[config.mk]
export PLATFORM = sky130hd
export DESIGN_NAME = brc_rtc_core
export DESIGN_NICKNAME = d
export VERILOG_FILES = /design/src/brc_pkg.sv /design/src/brc_cal_step.sv /design/src/brc_osc_div.sv /design/src/brc_rtc_core.sv
export SDC_FILE = /design/constraint.sdc
export NUM_CORES = 1
export LEC_CHECK = 0
export BUFFER_PORTS_ARGS = -buffer_cell sky130_fd_sc_hd__buf_2
export CAP_MARGIN = 25
export CORE_MARGIN = 2
export CORE_UTILIZATION = 40
export CTS_BUF_LIST = sky130_fd_sc_hd__clkbuf_4
export DETAILED_ROUTE_END_ITERATION = 8
export PLACE_DENSITY = 0.54
export SYNTH_ARGS = -nofsm -noshare
export SYNTH_HDL_FRONTEND = slang
export SYNTH_SLANG_ARGS = --single-unit
[constraint.sdc]
create_clock -name clk_sys_in -period 7.5 [get_ports clk_sys_in]
set_clock_uncertainty 0.2 [all_clocks]
set_input_delay 0.75 -clock clk_sys_in [delete_from_list [all_inputs] [get_ports clk_sys_in]]
set_output_delay 0.75 -clock clk_sys_in [all_outputs]
set_load 0.01 [all_outputs]
[src/brc_pkg.sv]
// Behaviour
// - Registers at 00h-07h, general RAM at 08h-3Fh, one byte space.
// - Pointer past 3Fh wraps to 00h during multibyte access.
// - Time and date held in BCD, tens digit in upper bits.
// - Weekday increments at midnight, cycling 01 to 07.
// - Seconds bit 7 set halts oscillator and timekeeping; clear runs it.
// - Power-up time 01/01/00 weekday 01 00:00:00 with halt set.
// - Hours bit 6 selects 12-hour (1) or 24-hour (0) counting.
// - Hours bit 5 is PM flag in 12-hour, tens bit in 24-hour.
// - Time copied into shadow buffers on every START; reads use them.
// - Writing seconds clears the sub-second divider chain.
// - Written byte commits at its acknowledge.
// - Unused bits of timekeeping and control registers read as 0.
// - Square wave off: pin follows control bit 7, powers up 0.
// - Control bit 4 set outputs the square wave, powers up 0.
// - Control bits 1:0 select 1Hz, 4.096kHz, 8.192kHz or 32.768kHz.
// - Rate select bits power up as 1.
// - At 1Hz, time advances on the falling edge of the wave.
// - Month end adjusted for short months, February with leap year.
// - Pointer loaded by first written byte, increments after each data byte.
package brc_pkg;
  // ----------------------------------------------------------------
  // Address map
  // ----------------------------------------------------------------
  localparam logic [5:0] ADDR_SEC = 6'h00;
  localparam logic [5:0] ADDR_MIN = 6'h01;
  localparam logic [5:0] ADDR_HOUR = 6'h02;
  localparam logic [5:0] ADDR_WDAY = 6'h03;
  localparam logic [5:0] ADDR_DATE = 6'h04;
  localparam logic [5:0] ADDR_MONTH = 6'h05;
  localparam logic [5:0] ADDR_YEAR = 6'h06;
  localparam logic [5:0] ADDR_CTRL = 6'h07;
  localparam logic [5:0] ADDR_RAM_FIRST = 6'h08;
  localparam logic [5:0] ADDR_RAM_LAST = 6'h3f;
  localparam int TIME_REGS = 7;
  localparam int RAM_BYTES = 56;

  // ----------------------------------------------------------------
  // Writable bits per register
  // ----------------------------------------------------------------
  localparam logic [7:0] MASK_SEC = 8'hff;
  localparam logic [7:0] MASK_MIN = 8'h7f;
  localparam logic [7:0] MASK_HOUR = 8'h7f;
  localparam logic [7:0] MASK_WDAY = 8'h07;
  localparam logic [7:0] MASK_DATE = 8'h3f;
  localparam logic [7:0] MASK_MONTH = 8'h1f;
  localparam logic [7:0] MASK_YEAR = 8'hff;
  localparam logic [7:0] MASK_CTRL = 8'h93;

  // ----------------------------------------------------------------
  // Power-up values
  // ----------------------------------------------------------------
  localparam logic [7:0] RST_SEC = 8'h80;
  localparam logic [7:0] RST_MIN = 8'h00;
  localparam logic [7:0] RST_HOUR = 8'h00;
  localparam logic [7:0] RST_WDAY = 8'h01;
  localparam logic [7:0] RST_DATE = 8'h01;
  localparam logic [7:0] RST_MONTH = 8'h01;
  localparam logic [7:0] RST_YEAR = 8'h00;
  localparam logic [7:0] RST_CTRL = 8'h03;
  localparam logic [7:0] RST_RAM = 8'h00;

  // ----------------------------------------------------------------
  // Field positions
  // ----------------------------------------------------------------
  localparam int SEC_HALT_BIT = 7;
  localparam int HOUR_MODE12_BIT = 6;
  localparam int HOUR_PM_BIT = 5;
  localparam int CTRL_LEVEL_BIT = 7;
  localparam int CTRL_ON_BIT = 4;

  // ----------------------------------------------------------------
  // Calendar limits in BCD
  // ----------------------------------------------------------------
  localparam logic [7:0] BCD_59 = 8'h59;
  localparam logic [7:0] BCD_23 = 8'h23;
  localparam logic [7:0] BCD_12 = 8'h12;
  localparam logic [7:0] BCD_11 = 8'h11;
  localparam logic [7:0] BCD_01 = 8'h01;
  localparam logic [7:0] BCD_00 = 8'h00;
  localparam logic [7:0] BCD_99 = 8'h99;
  localparam logic [7:0] WDAY_LAST = 8'h07;
  localparam logic [7:0] DAYS_31 = 8'h31;
  localparam logic [7:0] DAYS_30 = 8'h30;
  localparam logic [7:0] DAYS_29 = 8'h29;
  localparam logic [7:0] DAYS_28 = 8'h28;
  localparam logic [7:0] MONTH_FEB = 8'h02;
  localparam logic [7:0] MONTH_APR = 8'h04;
  localparam logic [7:0] MONTH_JUN = 8'h06;
  localparam logic [7:0] MONTH_SEP = 8'h09;
  localparam logic [7:0] MONTH_NOV = 8'h11;

  // ----------------------------------------------------------------
  // Oscillator divider
  // ----------------------------------------------------------------
  localparam int DIV_WIDTH = 15;
  localparam logic [14:0] DIV_LAST = 15'h7fff;
  localparam int TAP_1HZ = 14;
  localparam int TAP_4K = 2;
  localparam int TAP_8K = 1;

  typedef enum logic [1:0] {
    RATE_1HZ = 2'b00,
    RATE_4K = 2'b01,
    RATE_8K = 2'b10,
    RATE_32K = 2'b11
  } brc_rate_t;
endpackage : brc_pkg

[src/brc_cal_step.sv]
`timescale 1ns/1ps
module brc_cal_step (
  // Present and next calendar
  input wire logic [6:0][7:0] now_in,
  output logic [6:0][7:0] next_out
);
  function automatic logic [7:0] bcd_inc(input logic [7:0] v);
    if (v[3:0] == 4'h9) begin
      return {v[7:4] + 4'h1, 4'h0};
    end
    return {v[7:4], v[3:0] + 4'h1};
  endfunction : bcd_inc

  function automatic logic is_leap(input logic [7:0] y);
    if (y[4]) begin
      return (y[3:0] == 4'h2) || (y[3:0] == 4'h6);
    end
    return (y[3:0] == 4'h0) || (y[3:0] == 4'h4) || (y[3:0] == 4'h8);
  endfunction : is_leap

  function automatic logic [7:0] last_date(input logic [7:0] m, input logic [7:0] y);
    case (m)
      brc_pkg::MONTH_FEB: return is_leap(y) ? brc_pkg::DAYS_29 : brc_pkg::DAYS_28;
      brc_pkg::MONTH_APR, brc_pkg::MONTH_JUN,
      brc_pkg::MONTH_SEP, brc_pkg::MONTH_NOV: return brc_pkg::DAYS_30;
      default: return brc_pkg::DAYS_31;
    endcase
  endfunction : last_date

  always_comb begin
    logic c_min;
    logic c_hr;
    logic c_day;
    logic c_mon;
    logic c_yr;
    logic pm;
    logic [7:0] v;
    c_min = 1'b0;
    c_hr = 1'b0;
    c_day = 1'b0;
    c_mon = 1'b0;
    c_yr = 1'b0;
    pm = 1'b0;
    v = '0;
    next_out = now_in;
    v = now_in[brc_pkg::ADDR_SEC] & brc_pkg::MASK_MIN;
    c_min = (v == brc_pkg::BCD_59);
    next_out[brc_pkg::ADDR_SEC] = c_min ? brc_pkg::BCD_00 : bcd_inc(v);
    if (c_min) begin
      v = now_in[brc_pkg::ADDR_MIN];
      c_hr = (v == brc_pkg::BCD_59);
      next_out[brc_pkg::ADDR_MIN] = c_hr ? brc_pkg::BCD_00 : bcd_inc(v);
    end
    if (c_hr) begin
      v = now_in[brc_pkg::ADDR_HOUR];
      pm = v[brc_pkg::HOUR_PM_BIT];
      if (v[brc_pkg::HOUR_MODE12_BIT]) begin
        v = {3'h0, v[4:0]};
        if (v == brc_pkg::BCD_12) begin
          v = brc_pkg::BCD_01;
        end else if (v == brc_pkg::BCD_11) begin
          v = brc_pkg::BCD_12;
          c_day = pm;
          pm = ~pm;
        end else begin
          v = bcd_inc(v);
        end
        next_out[brc_pkg::ADDR_HOUR] = {2'b01, pm, v[4:0]};
      end else begin
        c_day = (v == brc_pkg::BCD_23);
        next_out[brc_pkg::ADDR_HOUR] = c_day ? brc_pkg::BCD_00 : bcd_inc(v);
      end
    end
    if (c_day) begin
      v = now_in[brc_pkg::ADDR_WDAY];
      next_out[brc_pkg::ADDR_WDAY] = (v == brc_pkg::WDAY_LAST) ? brc_pkg::BCD_01 : bcd_inc(v);
      v = now_in[brc_pkg::ADDR_DATE];
      c_mon = (v == last_date(now_in[brc_pkg::ADDR_MONTH], now_in[brc_pkg::ADDR_YEAR]));
      next_out[brc_pkg::ADDR_DATE] = c_mon ? brc_pkg::BCD_01 : bcd_inc(v);
    end
    if (c_mon) begin
      v = now_in[brc_pkg::ADDR_MONTH];
      c_yr = (v == brc_pkg::BCD_12);
      next_out[brc_pkg::ADDR_MONTH] = c_yr ? brc_pkg::BCD_01 : bcd_inc(v);
    end
    if (c_yr) begin
      v = now_in[brc_pkg::ADDR_YEAR];
      next_out[brc_pkg::ADDR_YEAR] = (v == brc_pkg::BCD_99) ? brc_pkg::BCD_00 : bcd_inc(v);
    end
  end
endmodule : brc_cal_step

[src/brc_osc_div.sv]
`timescale 1ns/1ps
module brc_osc_div (
  // Clock and reset
  input wire logic clk_sys_in,
  input wire logic rst_n_in,
  // Oscillator and control
  input wire logic osc_in,
  input wire logic halt_in,
  input wire logic clear_in,
  // Tick and wave taps
  output logic tick_out,
  output logic [3:0] taps_out
);
  typedef struct packed {
    logic [2:0] sync;
    logic level;
    logic [brc_pkg::DIV_WIDTH-1:0] div;
  } brc_div_state_t;

  brc_div_state_t cur;
  brc_div_state_t next_cur;
  logic rise;

  always_comb begin
    next_cur = cur;
    next_cur.sync = {cur.sync[1:0], osc_in};
    // A change counts only once the second and third stage agree.
    if (cur.sync[1] == cur.sync[2]) begin
      next_cur.level = cur.sync[2];
    end
    rise = next_cur.level & ~cur.level;
    tick_out = 1'b0;
    if (clear_in) begin
      next_cur.div = '0;
    end else if (rise && !halt_in) begin
      next_cur.div = cur.div + 1'b1;
      tick_out = (cur.div == brc_pkg::DIV_LAST);
    end
  end

  assign taps_out = {cur.level & ~halt_in, cur.div[brc_pkg::TAP_8K],
                     cur.div[brc_pkg::TAP_4K], cur.div[brc_pkg::TAP_1HZ]};

  always_ff @(posedge clk_sys_in or negedge rst_n_in) begin
    if (!rst_n_in) begin
      cur <= '0;
    end else begin
      cur <= next_cur;
    end
  end
endmodule : brc_osc_div

[src/brc_rtc_core.sv]
`timescale 1ns/1ps
module brc_rtc_core (
  // Clock and reset
  input wire logic clk_sys_in,
  input wire logic rst_n_in,
  // Oscillator
  input wire logic osc_in,
  // Byte access from the serial slave
  input wire logic bus_start_in,
  input wire logic ptr_load_in,
  input wire logic [7:0] ptr_data_in,
  input wire logic wr_ack_in,
  input wire logic [7:0] wr_data_in,
  input wire logic rd_req_in,
  output logic [7:0] rd_data_out,
  output logic rd_valid_out,
  // Open-drain square wave pin
  output logic square_wave_pin_out,
  output logic square_wave_pin_oe_out
);
  // ----------------------------------------------------------------
  // State
  // ----------------------------------------------------------------
  typedef struct packed {
    logic [brc_pkg::TIME_REGS-1:0][7:0] tm;
    logic [brc_pkg::TIME_REGS-1:0][7:0] shadow;
    logic [7:0] ctrl;
    logic [brc_pkg::RAM_BYTES-1:0][7:0] ram;
    logic [5:0] ptr;
    logic [7:0] rd_data;
    logic rd_valid;
    logic pin_oe;
  } brc_core_state_t;

  brc_core_state_t cur;
  brc_core_state_t next_cur;
  logic tick;
  logic [3:0] taps;
  logic [6:0][7:0] stepped;
  logic sec_write;
  logic level;

  function automatic logic [7:0] reg_mask(input logic [5:0] a);
    case (a)
      brc_pkg::ADDR_SEC: return brc_pkg::MASK_SEC;
      brc_pkg::ADDR_MIN: return brc_pkg::MASK_MIN;
      brc_pkg::ADDR_HOUR: return brc_pkg::MASK_HOUR;
      brc_pkg::ADDR_WDAY: return brc_pkg::MASK_WDAY;
      brc_pkg::ADDR_DATE: return brc_pkg::MASK_DATE;
      brc_pkg::ADDR_MONTH: return brc_pkg::MASK_MONTH;
      brc_pkg::ADDR_YEAR: return brc_pkg::MASK_YEAR;
      brc_pkg::ADDR_CTRL: return brc_pkg::MASK_CTRL;
      default: return 8'hff;
    endcase
  endfunction : reg_mask

  // ----------------------------------------------------------------
  // Divider and calendar
  // ----------------------------------------------------------------
  // seconds write clears chain
  assign sec_write = wr_ack_in && !ptr_load_in && (cur.ptr == brc_pkg::ADDR_SEC);

  brc_osc_div u_div (
    .clk_sys_in(clk_sys_in),
    .rst_n_in(rst_n_in),
    .osc_in(osc_in),
    .halt_in(cur.tm[brc_pkg::ADDR_SEC][brc_pkg::SEC_HALT_BIT]),
    .clear_in(sec_write),
    .tick_out(tick),
    .taps_out(taps)
  );

  brc_cal_step u_step (
    .now_in(cur.tm),
    .next_out(stepped)
  );

  // ----------------------------------------------------------------
  // Next state
  // ----------------------------------------------------------------
  always_comb begin
    logic [5:0] a;
    a = cur.ptr;
    next_cur = cur;
    next_cur.rd_valid = 1'b0;
    if (tick) begin
      next_cur.tm = stepped;
    end
    if (bus_start_in) begin
      next_cur.shadow = next_cur.tm;
    end
    if (ptr_load_in) begin
      next_cur.ptr = ptr_data_in[5:0];
    end else if (wr_ack_in) begin
      if (a < brc_pkg::ADDR_CTRL) begin
        next_cur.tm[a[2:0]] = wr_data_in & reg_mask(a);
      end else if (a == brc_pkg::ADDR_CTRL) begin
        next_cur.ctrl = wr_data_in & brc_pkg::MASK_CTRL;
      end else begin
        next_cur.ram[a - brc_pkg::ADDR_RAM_FIRST] = wr_data_in;
      end
      next_cur.ptr = a + 6'h01;
    end else if (rd_req_in) begin
      if (a < brc_pkg::ADDR_CTRL) begin
        next_cur.rd_data = cur.shadow[a[2:0]];
      end else if (a == brc_pkg::ADDR_CTRL) begin
        next_cur.rd_data = cur.ctrl;
      end else begin
        next_cur.rd_data = cur.ram[a - brc_pkg::ADDR_RAM_FIRST];
      end
      next_cur.rd_valid = 1'b1;
      next_cur.ptr = a + 6'h01;
    end
    if (cur.ctrl[brc_pkg::CTRL_ON_BIT]) begin
      case (brc_pkg::brc_rate_t'(cur.ctrl[1:0]))
        brc_pkg::RATE_1HZ: level = taps[0];
        brc_pkg::RATE_4K: level = taps[1];
        brc_pkg::RATE_8K: level = taps[2];
        brc_pkg::RATE_32K: level = taps[3];
        default: level = 1'b0;
      endcase
    end else begin
      level = cur.ctrl[brc_pkg::CTRL_LEVEL_BIT];
    end
    // Open drain: the pin is pulled low only when the level is 0.
    next_cur.pin_oe = ~level;
  end

  // ----------------------------------------------------------------
  // Registers
  // ----------------------------------------------------------------
  always_ff @(posedge clk_sys_in or negedge rst_n_in) begin
    if (!rst_n_in) begin
      cur.tm[brc_pkg::ADDR_SEC] <= brc_pkg::RST_SEC;
      cur.tm[brc_pkg::ADDR_MIN] <= brc_pkg::RST_MIN;
      cur.tm[brc_pkg::ADDR_HOUR] <= brc_pkg::RST_HOUR;
      cur.tm[brc_pkg::ADDR_WDAY] <= brc_pkg::RST_WDAY;
      cur.tm[brc_pkg::ADDR_DATE] <= brc_pkg::RST_DATE;
      cur.tm[brc_pkg::ADDR_MONTH] <= brc_pkg::RST_MONTH;
      cur.tm[brc_pkg::ADDR_YEAR] <= brc_pkg::RST_YEAR;
      cur.shadow <= '0;
      cur.ctrl <= brc_pkg::RST_CTRL;
      cur.ram <= '0;
      cur.ptr <= brc_pkg::ADDR_SEC;
      cur.rd_data <= '0;
      cur.rd_valid <= 1'b0;
      cur.pin_oe <= 1'b1;
    end else begin
      cur <= next_cur;
    end
  end

  assign rd_data_out = cur.rd_data;
  assign rd_valid_out = cur.rd_valid;
  assign square_wave_pin_out = 1'b0;
  assign square_wave_pin_oe_out = cur.pin_oe;
endmodule : brc_rtc_core

==> qor.csv <==
stage,metric,value,unit
run_status,status,"finished, final reports clean",
clock_network,clk slew on worst S/H paths,0.08,ns
layout,nets,2555,
timing,worst slew pin tran,1.10,ns
timing,relative slew slack,0.264,
timing,Final Hold Viols,0,
detailed_routing,drt first pass iters,6,
timing,RSZ-0062 raised after global routing,false,
layout,fill cell count,6412,
detailed_routing,wire length per cell,24.3,µm
clock_network,TritonCTS Buffers,164,
detailed_routing,via count,20600,
job,max_cap viols,0,
synthesis,"Cell Area, Synth",27900,µm²
synthesis,Mean Syn Cell Area,11.6,µm²
setup_path,worst path arrival time,5.36,ns
global_routing,initial antenna violation count,2,
timing,Final Slew Violations,0,
clock_network,# Post-CTS Setup Buffers,0,
timing,Hold Slack,0.170,ns
placed_design,Placer Congestion,0.864,
setup_path,CP required,8.16,ns
setup_path,CP Max Fanout,22,
detailed_routing,WL final,86300,µm
power,Leak,14.5,nW
setup_path,CP Capture Type,flop,
timing,TNS Setup,0,ns
floorplan,# rows,96,
synthesis,async set-reset flop share out of synthesis,1.00,
layout,layout cells sized above 1,0.286,
clock_network,Worst-Skew Late Latency,1.02,ns
clock_network,# H-tree levels,4,
hold_path,Hold Path Class,flop to flop,
clock_network,CTS max path bufs,3,
power,pwr dens,287,nW/µm²
timing,max frequency,213,MHz
setup_path,critical path class,flop to flop,
setup_path,startpoint types,flop,
synthesis,Post-synth EDFFs,0,
global_routing,aggregate global routing overflow,0,
clock_network,clock root buffer,clkbuf_4,
synthesis,Mapped Nets,2457,
synthesis,Yosys reg bits,599,
detailed_routing,Final ANT Viol Nets,0,
global_routing,Total GRT Usage,0.245,
timing,Final period util,0.626,
global_routing,first-pass GRT wire length,131000,µm
layout,Layout area overhead,12.0,%
detailed_routing,DR iter-0 viols,1669,
synthesis,post-synth cell types,85,
global_routing,vias in the first global route,21000,
synthesis,Synth Instances,2406,
detailed_routing,DRC viols,0,
detailed_routing,drt via density,5.80,
synthesis,yosys warns,0,
floorplan,Die Height,268,µm
placed_design,PortBufs,30,
synthesis,Synth Flop Type,dfrtp_1,
clock_network,TritonCTS Sinks,599,
power,worst ir drop on vdd,0.0988,mV
timing,# setup viols final,0,
clock_network,post_cts resized,0,
floorplan,area of the die,72000,µm²
clock_network,CTS tree,built,
floorplan,core area,68800,µm²
floorplan,initial core utilization,0.406,
layout,Final Util,0.455,
floorplan,I/O Pins,34,
synthesis,post-synthesis sequential area ratio,0.537,
placed_design,hpwl dp,53300,µm
floorplan,Die Width,268,µm
timing,min cycle time layout,4.70,ns
global_routing,pin count of the biggest net entering global routing,164,
[worst max-delay path, stage by stage, from the launching register on]
cell and delay, ns:
dfrtp_2 1.00, clkinv_1 0.61, ha_1 0.39, nor4bb_1 0.14
buf_2 0.18, and2_1 0.35, nand4b_2 0.55, nor3_1 0.55
nand2_1 0.18, mux2i_1 0.25, a21oi_1 0.10
[synth_stat cells (all sizes together) (3+ instances only)]
library cell / instances / share of area
o211ai: 4 / 0.0011
a31oi: 50 / 0.011
nand4b: 4 / 0.0015
a221oi: 52 / 0.016
a21boi: 5 / 0.0013
xnor2: 16 / 0.0050
a221o: 4 / 0.0014
mux2i: 39 / 0.014
a211oi: 3 / 0.00081
nand4: 28 / 0.0063
xor2: 12 / 0.0038
ha: 28 / 0.013
inv: 30 / 0.0040
buf: 72 / 0.015
and3b: 8 / 0.0025
and2: 5 / 0.0011
nor3: 22 / 0.0054
nor4: 12 / 0.0032
o2111ai: 3 / 0.0012
nor3b: 5 / 0.0017
o31a: 4 / 0.0013
nand2: 177 / 0.024
and3: 16 / 0.0036
mux2: 410 / 0.17
or3: 11 / 0.0025
and4: 4 / 0.0014
a211o: 3 / 0.00094
nand3b: 3 / 0.00081
nand2b: 8 / 0.0018
dfstp: 7 / 0.0066
a22oi: 129 / 0.035
a21oi: 131 / 0.023
or2: 3 / 0.00076
a41oi: 4 / 0.0013
a22o: 40 / 0.013
clkbuf: 96 / 0.013
nor4bb: 3 / 0.0011
nor4b: 3 / 0.0012
nor2b: 16 / 0.0036
clkinv: 3 / 0.00040
nand3: 38 / 0.0073
a311oi: 5 / 0.0016
nor2: 157 / 0.022
dfrtp: 592 / 0.53
o21ai: 115 / 0.021
[cells by family after synthesis]
| group | after synthesis | share of synthesized area |
|---|---|---|
| AO/OA/AOI/OAI | 569 | 0.135 |
| XOR/XNOR | 28 | 0.00878 |
| adder cells (fa/ha/maj) | 29 | 0.0129 |
| buffers and inverters | 201 | 0.0319 |
| flip-flops | 599 | 0.537 |
| multiplexers | 451 | 0.181 |
| other | 1 | 0.000134 |
| AND/OR/NAND/NOR | 528 | 0.0938 |
[per-layer routing]
metal  part of all wire  GRT usage  wire [µm]  up-vias
li1                   -          -          -     9152
met1               0.45      0.343      39100    10700
met2               0.46      0.382      39800      661
met3              0.063     0.0520       5410      142
met4              0.023     0.0758       1990        0
met5                  0          0          0        -
[metrics by stage]
stage | instance area [µm²] | setup WS [ns] | power (mW) | std cells
2_1_floorplan | 27900 | 4.45 | 5.42 | 2406
3_3_place_gp | 28800 | 2.80 | 5.97 | 3237
3_5_place_dp | 28800 | 2.85 | 6.06 | 3239
4_1_cts | 31200 | 2.82 | 9.04 | 3544
5_1_grt | 31300 | 2.62 | 9.50 | 3552
6_report | 31300 | 2.80 | 8.98 | 3552
[repair_timing]
action	CTS	global route
hold buffers	23	1
hold endpoints to repair	174	6
endpoints found under the setup margin	0	0
[power breakdown]
group / internal [mW] / total, mW / switching (mW)
Combinational: 0.724 / 1.69 / 0.968
Sequential: 3.88 / 4.35 / 0.468
Clock: 1.50 / 2.94 / 1.43
[layout make-up]
class	instances	area (µm²)	share of cell area
inverters	33	124	0.00396
diodes	1	2.50	0.0000800
well taps	931	1160	0.0372
clock buffers	246	1850	0.0590
repair buffers	100	865	0.0276
flip-flops and latches	599	15000	0.479
clock inverters	36	210	0.00672
multi-input cells	1606	12100	0.386
[cell usage in the layout, fill, tap and decap left out, types with 50 or more instances in the layout]
cell type,instances
mux2_1,50
clkbuf_4,246
dfrtp_1,591
mux2_2,360
a221oi_1,52
a21oi_1,131
o21ai_0,108
a31oi_1,50
nor2_1,152
nand2_1,170
a22oi_1,129
[path summary, 6_finish.rpt]
| kind | slack [ns] | from | to | depth (start not counted) |
|---|---|---|---|---|
| max in group asynchronous | 4.85 | rst_n_in | cur[316]$_DFFE_PN0P_ | 5 |
| max | 2.80 | cur[10]$_DFFE_PN0P_ | cur[581]$_DFF_PN0_ | 10 |
| min in group asynchronous | 0.52 | rst_n_in | cur[22]$_DFFE_PN0P_ | 3 |
| max reg2reg | 2.80 | cur[10]$_DFFE_PN0P_ | cur[581]$_DFF_PN0_ | 10 |
| min reg2reg | 0.17 | u_div.cur[16]$_DFF_PN0_ | u_div.cur[17]$_DFF_PN0_ | 0 |
| min | 0.17 | u_div.cur[16]$_DFF_PN0_ | u_div.cur[17]$_DFF_PN0_ | 0 |
[registers in the layout (all words and copies together), names as in the netlist]
| register | flops |
|---|---|
| u_div.taps_out | 3 |
| rd_valid_out | 1 |
| u_div.cur | 16 |
| rd_data_out | 8 |
| cur | 570 |
| square_wave_pin_oe_out | 1 |
Note: power is estimated with default switching activity, not from simulation.
